--- config.mk ---
export PLATFORM = sky130hd
export DESIGN_NAME = srg_sample_rate_gen
export DESIGN_NICKNAME = d
export VERILOG_FILES = /design/src/verilog/srg_pkg.sv /design/src/verilog/srg_frame_timer.sv /design/src/verilog/srg_sample_rate_gen.sv
export VERILOG_INCLUDE_DIRS = /design/src /design/src/verilog
export SDC_FILE = /design/constraint.sdc
export NUM_CORES = 1
export LEC_CHECK = 0
export ABC_CLOCK_PERIOD_IN_PS = 3600
export BUFFER_PORTS_ARGS = -buffer_cell sky130_fd_sc_hd__buf_2
export CELL_PAD_IN_SITES_DETAIL_PLACEMENT = 2
export CELL_PAD_IN_SITES_GLOBAL_PLACEMENT = 2
export CORE_MARGIN = 3
export CORE_UTILIZATION = 35
export CTS_CLUSTER_SIZE = 20
export DETAILED_ROUTE_END_ITERATION = 8
export PLACE_DENSITY_LB_ADDON = 0.1
export SYNTH_ARGS = -nofsm -noshare
export SYNTH_HDL_FRONTEND = slang
export SYNTH_HIERARCHICAL = 1
export SYNTH_SLANG_ARGS = --single-unit
--- constraint.sdc ---
create_clock -name clock -period 3.6 [get_ports clock]
set_input_delay 0.72 -clock clock [delete_from_list [all_inputs] [get_ports clock]]
set_output_delay 0.72 -clock clock [all_outputs]
set_load 0.05 [all_outputs]
--- src/verilog/srg_map.svh ---
`ifndef SRG_MAP_SVH
`define SRG_MAP_SVH

// register byte addresses (chosen)
`define SRG_ADDR_CONTROL  4'h0
`define SRG_ADDR_STATUS   4'h4
`define SRG_ADDR_TXCTRL   4'h8

// control field positions
`define SRG_RESYNC_BIT    31
`define SRG_POL_BIT       30
`define SRG_SEL_BIT       29
`define SRG_FSMODE_BIT    28
`define SRG_PER_HI        27
`define SRG_PER_LO        16
`define SRG_WID_HI        15
`define SRG_WID_LO        8
`define SRG_DIV_HI        7
`define SRG_DIV_LO        0

// reset values
`define SRG_CONTROL_RESET 32'h2000_0001
`define SRG_TXCTRL_RESET  32'h0000_0000

// tx control bit positions
`define SRG_TXINT_BIT     0

// response codes
`define SRG_RESP_OKAY     2'h0
`define SRG_RESP_SLVERR   2'h2

`endif

--- src/verilog/srg_pkg.sv ---
package srg_pkg;

  // decoded control register
  typedef struct packed {
    logic        resyncEn;
    logic        edgePol;
    logic        srcSel;
    logic        fsMode;
    logic [11:0] period;
    logic [7:0]  width;
    logic [7:0]  divide;
  } srg_ctrl_s;

  // generated outputs towards the serial port
  typedef struct packed {
    logic bitClk;
    logic frameSync;
  } srg_gen_s;

  // bus write handshake state
  typedef enum logic [1:0] {
    SRG_WR_IDLE = 2'b00,
    SRG_WR_RESP = 2'b01
  } srg_wr_e;

endpackage

--- src/verilog/srg_frame_timer.sv ---
`timescale 1ns/10ps
`include "srg_map.svh"

// frame counter on the generated clock time base
module srg_frame_timer
  import srg_pkg::*;
(
  // clock and reset
  input  wire logic        clock,
  input  wire logic        rst_b,
  // time base
  input  wire logic        bitTick,
  input  wire logic        resyncHit,
  input  wire logic        resyncMode,
  // settings
  input  wire logic [11:0] period,
  input  wire logic [7:0]  width,
  // result
  output logic             frameSync
);

  logic [11:0] count;
  logic [11:0] next_count;
  logic [8:0]  widthLeft;
  logic [8:0]  next_widthLeft;
  logic        next_frameSync;

  // next frame counter and pulse width
  always_comb begin
    next_count     = count;
    next_widthLeft = widthLeft;
    next_frameSync = frameSync;
    if (resyncMode) begin
      // RULE4 pulse only on receive sync
      if (resyncHit) begin
        next_widthLeft = {1'b0, width} + 9'h001;
        next_count     = 12'h000;
      end
    end else if (bitTick) begin
      // RULE7 period plus one spacing
      if (count >= period) begin
        next_count     = 12'h000;
        next_widthLeft = {1'b0, width} + 9'h001;
      end else begin
        next_count = count + 12'h001;
      end
    end
    // RULE11 width counted in bit clocks
    if (bitTick && widthLeft != 9'h000 && !(resyncMode && resyncHit) && !(!resyncMode && count >= period)) begin
      next_widthLeft = widthLeft - 9'h001;
    end
    // RULE8 width plus one active
    next_frameSync = (next_widthLeft != 9'h000);
  end

  // registers
  always_ff @(posedge clock or negedge rst_b) begin
    if (!rst_b) begin
      count     <= 12'h000;
      widthLeft <= 9'h000;
      frameSync <= 1'b0;
    end else begin
      count     <= next_count;
      widthLeft <= next_widthLeft;
      frameSync <= next_frameSync;
    end
  end

endmodule

--- src/verilog/srg_sample_rate_gen.sv ---
// Behaviour
// RULE1: mode bit selects pin or CPU clock
// RULE2: polarity bit picks pin active edge
// RULE3: resync clear means free running clock
// RULE4: resync set: align, pulse on receive sync (done with pin source only, ignored with CPU clock)
// RULE5: mode 0: sync on each transmit copy
// RULE6: mode 1: sync from generated frame sync
// RULE7: frame spacing is period field plus one
// RULE8: pulse width is width field plus one
// RULE9: divider field sets generated clock divide
// RULE10: generated rate is source over divider+1 (bit clock is source over 2 when divider is 0)
// RULE11: width counted in generated clock periods
//
// Register access over AXI4-Lite and the register addresses are this design's own decisions.
`timescale 1ns/10ps
`include "srg_map.svh"

module srg_sample_rate_gen
  import srg_pkg::*;
(
  // clock and reset
  input  wire logic        clock,
  input  wire logic        rst_b,
  // axi4-lite write address
  input  wire logic [3:0]  s_axi_awaddr,
  input  wire logic        s_axi_awvalid,
  output logic             s_axi_awready,
  // axi4-lite write data
  input  wire logic [31:0] s_axi_wdata,
  input  wire logic [3:0]  s_axi_wstrb,
  input  wire logic        s_axi_wvalid,
  output logic             s_axi_wready,
  // axi4-lite write response
  output logic [1:0]       s_axi_bresp,
  output logic             s_axi_bvalid,
  input  wire logic        s_axi_bready,
  // axi4-lite read address
  input  wire logic [3:0]  s_axi_araddr,
  input  wire logic        s_axi_arvalid,
  output logic             s_axi_arready,
  // axi4-lite read data
  output logic [31:0]      s_axi_rdata,
  output logic [1:0]       s_axi_rresp,
  output logic             s_axi_rvalid,
  input  wire logic        s_axi_rready,
  // pins from the link
  input  wire logic        externalSourceClock,
  input  wire logic        receiveFrameSync,
  // serial port side
  input  wire logic        txCopyPulse,
  output logic             generatedBitClock,
  output logic             generatedFrameSync,
  output logic             transmitFrameSync
);

  // register state
  logic [31:0] ctrlReg;
  logic [31:0] next_ctrlReg;
  logic [31:0] txCtrlReg;
  logic [31:0] next_txCtrlReg;
  srg_ctrl_s   ctrl;

  // bus state
  logic        awHeld;
  logic        next_awHeld;
  logic [3:0]  awAddr;
  logic [3:0]  next_awAddr;
  logic        wHeld;
  logic        next_wHeld;
  logic [31:0] wData;
  logic [31:0] next_wData;
  logic [3:0]  wStrb;
  logic [3:0]  next_wStrb;
  logic        next_bvalid;
  logic [1:0]  next_bresp;
  logic        next_rvalid;
  logic [31:0] next_rdata;
  logic [1:0]  next_rresp;

  // pin synchronisers
  logic [2:0]  clkPinSync;
  logic [2:0]  fsPinSync;

  // divider state
  logic [7:0]  divCount;
  logic [7:0]  next_divCount;
  logic        bitClk;
  logic        next_bitClk;
  logic        bitTick;
  logic        srcTick;
  logic        resyncHit;
  logic        resyncMode;
  logic        frameSyncRaw;
  logic        next_genClkOut;
  logic        next_genFsOut;
  logic        next_txFsOut;

  assign ctrl = srg_ctrl_s'(ctrlReg);

  // merge byte lanes into a word
  function automatic logic [31:0] mergeBytes(input logic [31:0] oldVal, input logic [31:0] newVal,
                                             input logic [3:0] strb);
    logic [31:0] res;
    res = oldVal;
    for (int i = 0; i < 4; i++) begin
      if (strb[i]) begin
        res[i*8 +: 8] = newVal[i*8 +: 8];
      end
    end
    return res;
  endfunction

  // address is one of the mapped words
  function automatic logic addrMapped(input logic [3:0] addr);
    return (addr == `SRG_ADDR_CONTROL) || (addr == `SRG_ADDR_STATUS) || (addr == `SRG_ADDR_TXCTRL);
  endfunction

  // two flops on the pins before use, third for edges
  always_ff @(posedge clock or negedge rst_b) begin
    if (!rst_b) begin
      clkPinSync <= 3'h0;
      fsPinSync  <= 3'h0;
    end else begin
      clkPinSync <= {clkPinSync[1:0], externalSourceClock};
      fsPinSync  <= {fsPinSync[1:0], receiveFrameSync};
    end
  end

  // source tick selection
  always_comb begin
    // RULE1 pin or cpu clock
    if (ctrl.srcSel) begin
      srcTick = 1'b1;
    end else begin
      // RULE2 pin edge polarity
      srcTick = ctrl.edgePol ? (clkPinSync[2] & ~clkPinSync[1]) : (~clkPinSync[2] & clkPinSync[1]);
    end
    // RULE3 resync only with pin source
    resyncMode = ctrl.resyncEn && !ctrl.srcSel;
    resyncHit  = resyncMode && fsPinSync[1] && !fsPinSync[2];
  end

  // divider next state
  always_comb begin
    next_divCount = divCount;
    next_bitClk   = bitClk;
    bitTick       = 1'b0;
    if (resyncMode && resyncHit) begin
      // RULE4 realign generated clock
      next_divCount = 8'h00;
      next_bitClk   = 1'b1;
      bitTick       = 1'b1;
    end else if (srcTick) begin
      // RULE9 RULE10 divide by value plus one
      if (divCount >= ctrl.divide) begin
        next_divCount = 8'h00;
        bitTick       = 1'b1;
        next_bitClk   = 1'b1;
      end else begin
        next_divCount = divCount + 8'h01;
        if (divCount + 8'h01 > (ctrl.divide >> 1)) begin
          next_bitClk = 1'b0;
        end
      end
      if (ctrl.divide == 8'h00) begin
        next_bitClk = ~bitClk;
      end
    end
  end

  // divider registers
  always_ff @(posedge clock or negedge rst_b) begin
    if (!rst_b) begin
      divCount <= 8'h00;
      bitClk   <= 1'b0;
    end else begin
      divCount <= next_divCount;
      bitClk   <= next_bitClk;
    end
  end

  // frame timing
  srg_frame_timer frameTimer (
    .clock      (clock),
    .rst_b      (rst_b),
    .bitTick    (bitTick),
    .resyncHit  (resyncHit),
    .resyncMode (resyncMode),
    .period     (ctrl.period),
    .width      (ctrl.width),
    .frameSync  (frameSyncRaw)
  );

  // output selection
  always_comb begin
    next_genClkOut = bitClk;
    next_genFsOut  = frameSyncRaw;
    next_txFsOut   = 1'b0;
    if (txCtrlReg[`SRG_TXINT_BIT]) begin
      // RULE5 RULE6 transmit sync source
      next_txFsOut = ctrl.fsMode ? frameSyncRaw : txCopyPulse;
    end
  end

  // output registers
  always_ff @(posedge clock or negedge rst_b) begin
    if (!rst_b) begin
      generatedBitClock  <= 1'b0;
      generatedFrameSync <= 1'b0;
      transmitFrameSync  <= 1'b0;
    end else begin
      generatedBitClock  <= next_genClkOut;
      generatedFrameSync <= next_genFsOut;
      transmitFrameSync  <= next_txFsOut;
    end
  end

  // bus next state
  always_comb begin
    next_awHeld    = awHeld;
    next_awAddr    = awAddr;
    next_wHeld     = wHeld;
    next_wData     = wData;
    next_wStrb     = wStrb;
    next_bvalid    = s_axi_bvalid;
    next_bresp     = s_axi_bresp;
    next_rvalid    = s_axi_rvalid;
    next_rdata     = s_axi_rdata;
    next_rresp     = s_axi_rresp;
    next_ctrlReg   = ctrlReg;
    next_txCtrlReg = txCtrlReg;
    if (s_axi_awvalid && s_axi_awready) begin
      next_awHeld = 1'b1;
      next_awAddr = s_axi_awaddr;
    end
    if (s_axi_wvalid && s_axi_wready) begin
      next_wHeld = 1'b1;
      next_wData = s_axi_wdata;
      next_wStrb = s_axi_wstrb;
    end
    // perform write once both halves held
    if (awHeld && wHeld && !s_axi_bvalid) begin
      next_awHeld = 1'b0;
      next_wHeld  = 1'b0;
      next_bvalid = 1'b1;
      next_bresp  = addrMapped(awAddr) ? `SRG_RESP_OKAY : `SRG_RESP_SLVERR;
      if (awAddr == `SRG_ADDR_CONTROL) begin
        next_ctrlReg = mergeBytes(ctrlReg, wData, wStrb);
      end
      if (awAddr == `SRG_ADDR_TXCTRL) begin
        next_txCtrlReg = mergeBytes(txCtrlReg, wData, wStrb) & 32'h0000_0001;
      end
    end
    if (s_axi_bvalid && s_axi_bready) begin
      next_bvalid = 1'b0;
    end
    // read path
    if (s_axi_arvalid && s_axi_arready) begin
      next_rvalid = 1'b1;
      next_rresp  = addrMapped(s_axi_araddr) ? `SRG_RESP_OKAY : `SRG_RESP_SLVERR;
      case (s_axi_araddr)
        `SRG_ADDR_CONTROL: next_rdata = ctrlReg;
        `SRG_ADDR_STATUS:  next_rdata = {29'h0, frameSyncRaw, bitClk, resyncMode};
        `SRG_ADDR_TXCTRL:  next_rdata = txCtrlReg;
        default:           next_rdata = 32'h0000_0000;
      endcase
    end else if (s_axi_rvalid && s_axi_rready) begin
      next_rvalid = 1'b0;
    end
  end

  // bus registers
  always_ff @(posedge clock or negedge rst_b) begin
    if (!rst_b) begin
      awHeld        <= 1'b0;
      awAddr        <= 4'h0;
      wHeld         <= 1'b0;
      wData         <= 32'h0000_0000;
      wStrb         <= 4'h0;
      s_axi_awready <= 1'b0;
      s_axi_wready  <= 1'b0;
      s_axi_arready <= 1'b0;
      s_axi_bvalid  <= 1'b0;
      s_axi_bresp   <= 2'h0;
      s_axi_rvalid  <= 1'b0;
      s_axi_rdata   <= 32'h0000_0000;
      s_axi_rresp   <= 2'h0;
      ctrlReg       <= `SRG_CONTROL_RESET;
      txCtrlReg     <= `SRG_TXCTRL_RESET;
    end else begin
      awHeld        <= next_awHeld;
      awAddr        <= next_awAddr;
      wHeld         <= next_wHeld;
      wData         <= next_wData;
      wStrb         <= next_wStrb;
      s_axi_awready <= !next_awHeld && !next_bvalid;
      s_axi_wready  <= !next_wHeld && !next_bvalid;
      s_axi_arready <= !next_rvalid;
      s_axi_bvalid  <= next_bvalid;
      s_axi_bresp   <= next_bresp;
      s_axi_rvalid  <= next_rvalid;
      s_axi_rdata   <= next_rdata;
      s_axi_rresp   <= next_rresp;
      ctrlReg       <= next_ctrlReg;
      txCtrlReg     <= next_txCtrlReg;
    end
  end

endmodule

* After elaboration in Yosys (flattened, before gate mapping)
Cells that the tools add are included.
** Operators by class
- Multiplexer cells :: 35
- Eq/ne operators :: 5
- $lt $le $gt $ge :: 3
- Reductions and logical operators :: 46
- Bitwise logic cells :: 5
- $add $sub $neg :: 4
** Operators with widths (count)
- one-hot mux 32 bit (3 select lines) :: 1
- 2-to-1 mux 12 bit :: 4
- 2-to-1 mux 9 bit :: 5
- 2-to-1 mux 8 bit :: 3
- 2-to-1 mux 1 bit :: 20
- nonzero test 9 bit :: 2
- logical AND 1 bit :: 17
- AND reduction 3 bit :: 5
- adder 12 x 1 -> 12 bit (second input constant) :: 1
- >= comparator 12 bit :: 1
- logical NOT 1 bit :: 10
- adder 8 x 1 -> 9 bit (second input constant) :: 1
- subtractor 9 x 1 -> 9 bit (second input constant) :: 1
- adder 8 x 1 -> 8 bit (second input constant) :: 1
- equality test 4 x 3 -> 1 bit (second input constant) :: 2
- equality test 4 bit (second input constant) :: 2
- >= comparator 8 bit :: 1
- > comparator 8 x 7 -> 1 bit :: 1
- logical NOT 4 bit :: 2
- logical NOT 8 bit :: 1
- logical OR 1 bit :: 4
- 2-to-1 mux 2 bit :: 2
- AND reduction 2 bit :: 2
- nonzero test 2 bit :: 2
- 4 further kinds :: 7
** Word-level totals
- Logic and storage cells :: 126
- Input port bits :: 54
- Register bits :: 156
- Output and inout bits :: 44

* Longest topological paths before layout
Gate-level depths: netlist of the first run.
- Depth after elaboration :: 11
- Gate-level depth with buffers :: 14

* By module
The synthesis of the first run kept the hierarchy.
** Modules (own cells, without submodules)
- srg_sample_rate_gen :: area an instance 5466.5 sq um, cells an instance 397, times used 1
- srg_frame_timer :: area an instance 1845.5 sq um, cells an instance 218, times used 1

* Worst setup path after synthesis of the first run
No wires, ideal clock.
- Path kind :: register to register
- Start point :: register ctrlReg[4], in the netlist ctrl[4]
- End point :: register frameTimer.frameSync
- Clock period less this slack :: 3512 ps
- Stages on the path, launching flop included :: 14
- Slack :: 88 ps
- Required time :: 3461 ps
- Setup time :: 139 ps
- Arrival time :: 3373 ps
- Cells stage by stage :: dfrtp_1 > inv_1 > ha_1 > or4_1 > a21oi_1 > o31ai_2 > or2_2 > and2_1 > nor2b_1 > a21oi_1 > a21oi_4 > mux2_4 > a2111oi_4 > nand4b_1
** Between the ends
- Longest elaborated chain between the ends :: 9
** RTL lines
- start: declaration :: line srg_sample_rate_gen.sv:57 : logic [31:0] ctrlReg;
- start signal: assignment :: line srg_sample_rate_gen.sv:288 : ctrlReg <= `SRG_CONTROL_RESET;
- start signal: assignment :: line srg_sample_rate_gen.sv:304 : ctrlReg <= next_ctrlReg;
- >= comparator 8 bit (*) :: line srg_sample_rate_gen.sv:155 : if (divCount >= ctrl.divide) begin
- 2-to-1 mux 1 bit (*) :: line srg_sample_rate_gen.sv:155
- 2-to-1 mux 1 bit (*) :: line srg_sample_rate_gen.sv:153 : end else if (srcTick) begin
- 2-to-1 mux 1 bit (*) :: line srg_sample_rate_gen.sv:148 : if (resyncMode && resyncHit) begin
- net bitTick :: line srg_sample_rate_gen.sv:89 : logic bitTick;
- logical AND 1 bit (3 in series) :: line srg_frame_timer.sv:49 : if (bitTick && widthLeft != 9'h000 && !(resyncMode && resyncHit) && !(!resyncMode && count >= period)) begin
- 2-to-1 mux 9 bit (*) :: line srg_frame_timer.sv:49
- nonzero test 9 bit (*) :: line srg_frame_timer.sv:53 : next_frameSync = (next_widthLeft != 9'h000);
- net frameTimer.next_frameSync :: line srg_frame_timer.sv:26 : logic next_frameSync;
- end signal: assignment :: line srg_frame_timer.sv:65 : frameSync <= next_frameSync;
- end: declaration :: line srg_frame_timer.sv:19 : output logic frameSync
Mark *: on every way through the listed nets, which the timed path passes. The rest lies on a longest branch.
A chain may end at the register's enable or synchronous reset.

* Final worst setup path of the first run
Same ends and word-level chain as after synthesis.

==> flow_summary.ini, run 1 <==
[grt]
grt_usage_pct = 19.90
met3_usage_pct = 3.462
gr-usage-met1_pct = 27.08
met2_usage_pct = 33.15
number_of_global_route_vias_before_repair = 6047
grt_max_degree = 75
grt_most_used_layer = met2
gr-total-overflow = 0
number_of_antenna_violations_at_the_first_check_in_global_routing = 0
grt_first_pass_wirelength_um = 34350

[pwr]
p_per_area_nw_per_um2 = 785.4
irDropWorstVdd_mv = 0.3668
cellLeakagePower_nw = 4.182

[yosys]
syn-cell-area_um2 = 7312
synth.lib_cells_used.distinct = 70
postSynthCellCount = 615
postSynthRegisterBits = 154
synth_edf_count = 0
synthesis.yosys.warnings = 6
synth_sequential_area_ratio_pct = 52.74
syn_area_per_cell_um2 = 11.89
most_common_flop_cell_mapped_by_yosys = sky130_fd_sc_hd__dfrtp_1
synth-async-reset-ratio_pct = 100.0

[floorplan]
die_height_um = 150.5
core_area_um2 = 20360
die_width_um = 150.5
fp-row-count = 52
initial_core_util_pct = 35.91
ios = 98
total_die_area_um2 = 22660

[routing]
detail_route.iter0.violations = 166
wire_length_reported_by_the_detailed_router_um = 21250
route.vias.total = 5418
detail_route.first_pass.iterations = 5
detail-route-antenna-nets = 0
avgViaCountPerCell = 5.343
wl_per_cell_um = 20.95
drt_drc_violations_left = 0

[placed_design]
placed_area_um2 = 8197
numPlacedInstances = 980
portBuffers = 95
detailedPlacementHpwl_um = 15760
gp_routability_congestion = 0.9464

[critical_path]
critical_path.endpoint_type = register
timing.critical_path.arrival_ps = 3710
cp-start-kind = register
critPathRequiredTime_ps = 3880
worst-setup-path-type = register to register
cp_max_fo = 10

[sta]
report.final.setup_viol = 0
fin_worst_skew_ps = 11.72
period_needed_ps = 3432
drv_slew = 0
max-slew-margin-rel_pct = 29.90
layout_worst_path_cycle_share_pct = 95.33
hold_ws_ps = 312.7
max_clock_freq_mhz = 291.4
count_of_final_hold_check_violations = 0
worst_pin_slew_ps = 1052

[final_layout]
antenna-diode-count = 0
area_growth_pct = 20.52
fin_area_um2 = 8812
finish.net_count = 816
finish.cell_count_without_fillers = 1014
mostFrequentLayoutCell = sky130_fd_sc_hd__dfrtp_1
post_route_cells_drive_above_1_share_pct = 32.66
commonest_cells_after_routing_fill_and_taps_aside = sky130_fd_sc_hd__dfrtp_1, sky130_fd_sc_hd__buf_2, sky130_fd_sc_hd__mux2_2

[cts]
root_buffer = sky130_fd_sc_hd__clkbuf_16
clock_latency_ps = 430
tritoncts_num_sinks = 154
tritoncts = done
worst_setup_hold_path_clk_slew_ps = 70
tritoncts.num_buffers = 17
ctsLongestPathBuffers = 2
cts_hold_repair.buffers = 0
htreeDepth = 4

[status]
run_status = completed

[run]
timing.max_cap.violations = 0

[worst_hold_path]
min_path_type = primary input to async pin
==> sequential cells by signal, indices dropped and copies added, names as in the netlist, 4 cells and up <==
name                  count
ctrl                     32
s_axi_rdata              32
wData                    32
frameTimer/count         12
frameTimer/widthLeft      9
divCount                  8
awAddr                    4
wStrb                     4
==> final timing paths <==
check / start / to / slack (ps) / depth (start not counted)
worst min-delay path: rst_b / s_axi_rdata[7]$_DFFE_PN0P_ / 310 / 1
max in group asynchronous: rst_b / frameTimer/count[10]$_DFFE_PN0P_ / 2410 / 2
worst max register to register: ctrl[4]$_DFFE_PN0P_ / frameTimer/frameSync$_DFF_PN0_ / 170 / 14
worst max-delay path: ctrl[4]$_DFFE_PN0P_ / frameTimer/frameSync$_DFF_PN0_ / 170 / 14
min in group clock: fsPinSync[0]$_DFF_PN0_ / fsPinSync[1]$_DFF_PN0_ / 370 / 0
worst min register to register: fsPinSync[0]$_DFF_PN0_ / fsPinSync[1]$_DFF_PN0_ / 370 / 0
==> repair_timing <==
item | 4_1_cts | 5_1_grt
buffers inserted | 0 | 2
cloned | 0 | 0
setup endpoints to repair | 1 | 1
resized for setup | 2 | 4
==> worst max-delay path: stages, from the launching register on <==
cell                        delay [ps]
sky130_fd_sc_hd__dfrtp_1           390
sky130_fd_sc_hd__inv_1              80
sky130_fd_sc_hd__ha_1              210
sky130_fd_sc_hd__or4_1             550
sky130_fd_sc_hd__a21oi_2           150
sky130_fd_sc_hd__o31ai_2            90
sky130_fd_sc_hd__or2_4             260
sky130_fd_sc_hd__and2_4            190
sky130_fd_sc_hd__nor2b_1           150
sky130_fd_sc_hd__a21oi_2           140
sky130_fd_sc_hd__buf_4             160
sky130_fd_sc_hd__a21oi_4            70
sky130_fd_sc_hd__mux2_4            350
sky130_fd_sc_hd__a2111oi_4         340
sky130_fd_sc_hd__nand4b_1          140
==> kinds of logic (layout without fill, tap and decap cells) <==
logic type,after synthesis,after routing,synth area share [%]
AOI/OAI and AO/OA,127,127,13.42
xor gates and xnor gates,18,18,2.156
buffers and inverters,48,176,2.738
adders and majority gates,31,31,5.305
and+or+nand+nor,157,157,11.46
other,1,2,0.05129
muxes,79,79,12.13
DFF,154,154,52.74
==> power by group <==
part	internal (mW)	switching [mW]	total, mW
Combinational	1.06	1.39	2.46
Clock	0.984	0.805	1.79
Sequential	2.22	0.451	2.67
==> synth_stat cells (3+ instances only) <==
| cell type | number | area [µm²] |
|---|---|---|
| sky130_fd_sc_hd__a21oi_1 | 14 | 70.07 |
| sky130_fd_sc_hd__mux2i_1 | 5 | 50.05 |
| sky130_fd_sc_hd__nor3_1 | 9 | 45.04 |
| sky130_fd_sc_hd__mux2_2 | 71 | 799.5 |
| sky130_fd_sc_hd__buf_4 | 4 | 30.03 |
| sky130_fd_sc_hd__o221ai_1 | 3 | 26.28 |
| sky130_fd_sc_hd__a211oi_1 | 5 | 37.54 |
| sky130_fd_sc_hd__a211o_1 | 5 | 43.79 |
| sky130_fd_sc_hd__xor2_1 | 9 | 78.83 |
| sky130_fd_sc_hd__nor4_1 | 3 | 18.77 |
| sky130_fd_sc_hd__nor2_1 | 31 | 116.4 |
| sky130_fd_sc_hd__o21ai_0 | 29 | 145.1 |
| sky130_fd_sc_hd__and2_1 | 5 | 31.28 |
| sky130_fd_sc_hd__clkbuf_1 | 6 | 22.52 |
| sky130_fd_sc_hd__buf_2 | 4 | 20.02 |
| sky130_fd_sc_hd__xnor2_1 | 9 | 78.83 |
| sky130_fd_sc_hd__nand3_1 | 21 | 105.1 |
| sky130_fd_sc_hd__nand2b_1 | 5 | 31.28 |
| sky130_fd_sc_hd__a32oi_1 | 3 | 26.28 |
| sky130_fd_sc_hd__dfrtp_1 | 152 | 3804 |
| sky130_fd_sc_hd__a22o_1 | 33 | 289.0 |
| sky130_fd_sc_hd__o31ai_1 | 5 | 37.54 |
| sky130_fd_sc_hd__inv_1 | 32 | 120.1 |
| sky130_fd_sc_hd__or4_1 | 4 | 30.03 |
| sky130_fd_sc_hd__ha_1 | 31 | 387.9 |
| sky130_fd_sc_hd__nor2b_1 | 7 | 43.79 |
| sky130_fd_sc_hd__nand4_1 | 7 | 43.79 |
| sky130_fd_sc_hd__a21o_1 | 4 | 30.03 |
| sky130_fd_sc_hd__nand2_4 | 4 | 45.04 |
| sky130_fd_sc_hd__and3_1 | 4 | 25.02 |
| sky130_fd_sc_hd__nand2_1 | 45 | 168.9 |
==> per-layer routing <==
layer  wire [µm]  share of wire (%)
met1        9976                 47
met2       10410                 49
met3         601                2.8
met4         260                1.2
met5           0                  0
==> layout make-up <==
class	count	area [µm²]
fillers	2144	11550
flip-flops and latches	154	3856
multi-input cells	414	3279
repair buffers	112	634.4
clock buffers	18	429.2
well taps	270	337.8
clock inverters	14	155.1
inverters	32	120.1
==> metrics by stage <==
step	TNS [ps]	total power, mW	util (%)	worst slack [ps]
2_1_floorplan	0	4.277	-	87.85
3_3_place_gp	0	5.000	40.25	86.80
3_5_place_dp	-26.78	5.121	40.25	-26.78
4_1_cts	0	6.963	43.14	29.93
5_1_grt	-11.25	7.395	43.27	-11.25
6_report	0	6.921	43.27	168.1
Note: power is estimated with default switching activity, not from simulation.
==> run 2: changes to the inputs <==
Settings changed: CELL_PAD_IN_SITES_DETAIL_PLACEMENT 2 to 0, CELL_PAD_IN_SITES_GLOBAL_PLACEMENT 2 to 1, CORE_UTILIZATION 35 to 42.
==> run 2 against run 1 <==
  * Critical path type unchanged
  * Sequential share of layout area up 0.72 points
  * Register-to-register slack better by 50 ps
  * Wire length down 19%
  * Core utilization up 8.3 points
  * Combinational power down 7%
==> flow_summary.ini, run 2 (synthesis gave the netlist of run 1 again) <==
[sta]
report.final.setup_viol = 0
hold_ws_ps = 260.9
max-slew-margin-rel_pct = 34.94
final.setup.tns_ps = 0
worst_pin_slew_ps = 975.9
period_needed_ps = 3381
layout_worst_path_cycle_share_pct = 93.92
grt_setup_unrepaired = no
fin_worst_skew_ps = 11.78
max_clock_freq_mhz = 295.8
drv_slew = 0
count_of_final_hold_check_violations = 0

[final_layout]
commonest_cells_after_routing_fill_and_taps_aside = sky130_fd_sc_hd__dfrtp_1, sky130_fd_sc_hd__buf_2, sky130_fd_sc_hd__mux2_2
mostFrequentLayoutCell = sky130_fd_sc_hd__dfrtp_1
area_growth_pct = 18.65
finish.net_count = 814
antenna-diode-count = 0
finish.cell_count_without_fillers = 962
fin_util_pct = 51.58
post_route_cells_drive_above_1_share_pct = 32.48

[routing]
wl_met1_um = 8505
maxUsedRoutingLayer = met5
wl_per_cell_um = 17.89
wire_length_reported_by_the_detailed_router_um = 17210
wl_met2_um = 7730
drt_drc_violations_left = 0
detail-route-antenna-nets = 0
avgViaCountPerCell = 5.359
route.vias.total = 5155
met3_wirelength_um = 760
detail_route.iter0.violations = 343
detail_route.first_pass.iterations = 5

[cts]
tritoncts.num_buffers = 17
ctsLongestPathBuffers = 2
cts_hold_repair.buffers = 0
root_buffer = sky130_fd_sc_hd__clkbuf_16
clock_latency_ps = 420
worst_setup_hold_path_clk_slew_ps = 70
htreeDepth = 4
tritoncts = done
tritoncts_num_sinks = 154

[grt]
grt_usage_pct = 19.16
number_of_antenna_violations_at_the_first_check_in_global_routing = 1
gr-total-overflow = 0
grt_max_degree = 67
number_of_global_route_vias_before_repair = 5220
grt_first_pass_wirelength_um = 28020

[pwr]
p_per_area_nw_per_um2 = 763.8
overall_power_mw = 6.626
intPower_mw = 4.161
seq_power_share_pct = 40.1
combinational_cell_fraction_of_total_power_pct = 34.8
cellLeakagePower_nw = 4.138
irDropWorstVdd_mv = 0.4164
p_switching_mw = 2.466
fraction_of_power_spent_switching_nets_pct = 37.21
p_clk_share_pct = 25.1

[placed_design]
portBuffers = 95
numPlacedInstances = 927
gp_routability_congestion = 0.9276
detailedPlacementHpwl_um = 12610

[floorplan]
die_width_um = 137.9
total_die_area_um2 = 19030
initial_core_util_pct = 43.48
core_area_um2 = 16820
ios = 98
fp-row-count = 47
die_height_um = 137.9

[critical_path]
critical_path.endpoint_type = register
critPathMaxStageDelay_ps = 540
critical-path-slowest-cell = sky130_fd_sc_hd__or4_1
crit_buf_inv = 1
crit_chain = ha_1, or4_1, a21oi_2, o31ai_2, or2_2, and2_1, buf_4, a21bo_2, nor2_1, a41o_1, a211o_1, a32o_1, nand4b_1
cp_top_family = simple AND/OR/NAND/NOR gates
critPathRequiredTime_ps = 3880
timing.critical_path.arrival_ps = 3670
cp_max_fo = 8
cp-start-kind = register
worst-setup-path-type = register to register

[worst_hold_path]
min_path_type = primary input to async pin

[run]
timing.max_cap.violations = 0

[status]
run_status = completed
[run 2: path summary, 6_finish.rpt]
kind / to / cells past startpoint / from / slack [ps]
worst max-delay path: frameTimer/frameSync$_DFF_PN0_ / 13 / divCount[4]$_DFFE_PN0P_ / 220
worst min register to register: fsPinSync[1]$_DFF_PN0_ / 0 / fsPinSync[0]$_DFF_PN0_ / 360
worst min-delay path: s_axi_rdata[9]$_DFFE_PN0P_ / 1 / rst_b / 260
worst max register to register: frameTimer/frameSync$_DFF_PN0_ / 13 / divCount[4]$_DFFE_PN0P_ / 220
max in group asynchronous: frameTimer/widthLeft[8]$_DFF_PN0_ / 2 / rst_b / 2560
min in group clock: fsPinSync[1]$_DFF_PN0_ / 0 / fsPinSync[0]$_DFF_PN0_ / 360
[run 2: layout make-up]
| type | count | area (µm²) |
|---|---|---|
| repair buffers | 110 | 606.8 |
| fillers | 1538 | 8143 |
| multi-input cells | 414 | 3271 |
| flip-flops and latches | 154 | 3859 |
| inverters | 32 | 120.1 |
| clock inverters | 14 | 115.1 |
| clock buffers | 18 | 429.2 |
| well taps | 220 | 275.3 |
[run 2: metal layers]
metal	vias to the layer above	track usage, %
met5	-	0
met3	18	4.608
met4	2	5.763
met2	124	29.07
li1	2470	-
met1	2541	27.39
[run 2: power groups by stage]
stage	clock network (mW)	registers (mW)	logic (mW)
after floorplan	0	2.72	1.56
after global placement	0	2.68	2.26
after detailed placement	0	2.69	2.28
after CTS	1.70	2.66	2.29
after global routing	1.78	2.73	2.54
final	1.67	2.66	2.30
[run 2: what timing repair did]
item	4_1_cts	5_1_grt
endpoints found under the setup margin	0	1
setup buffers	0	3
resized for setup	0	4
[run 2: metrics by stage]
step | cell area [µm²] | setup slack, ps
2_1_floorplan | 7316 | 87.85
3_3_place_gp | 8099 | 171.7
3_5_place_dp | 8099 | 150.9
4_1_cts | 8643 | 99.82
5_1_grt | 8676 | 1.106
6_report | 8676 | 219.0
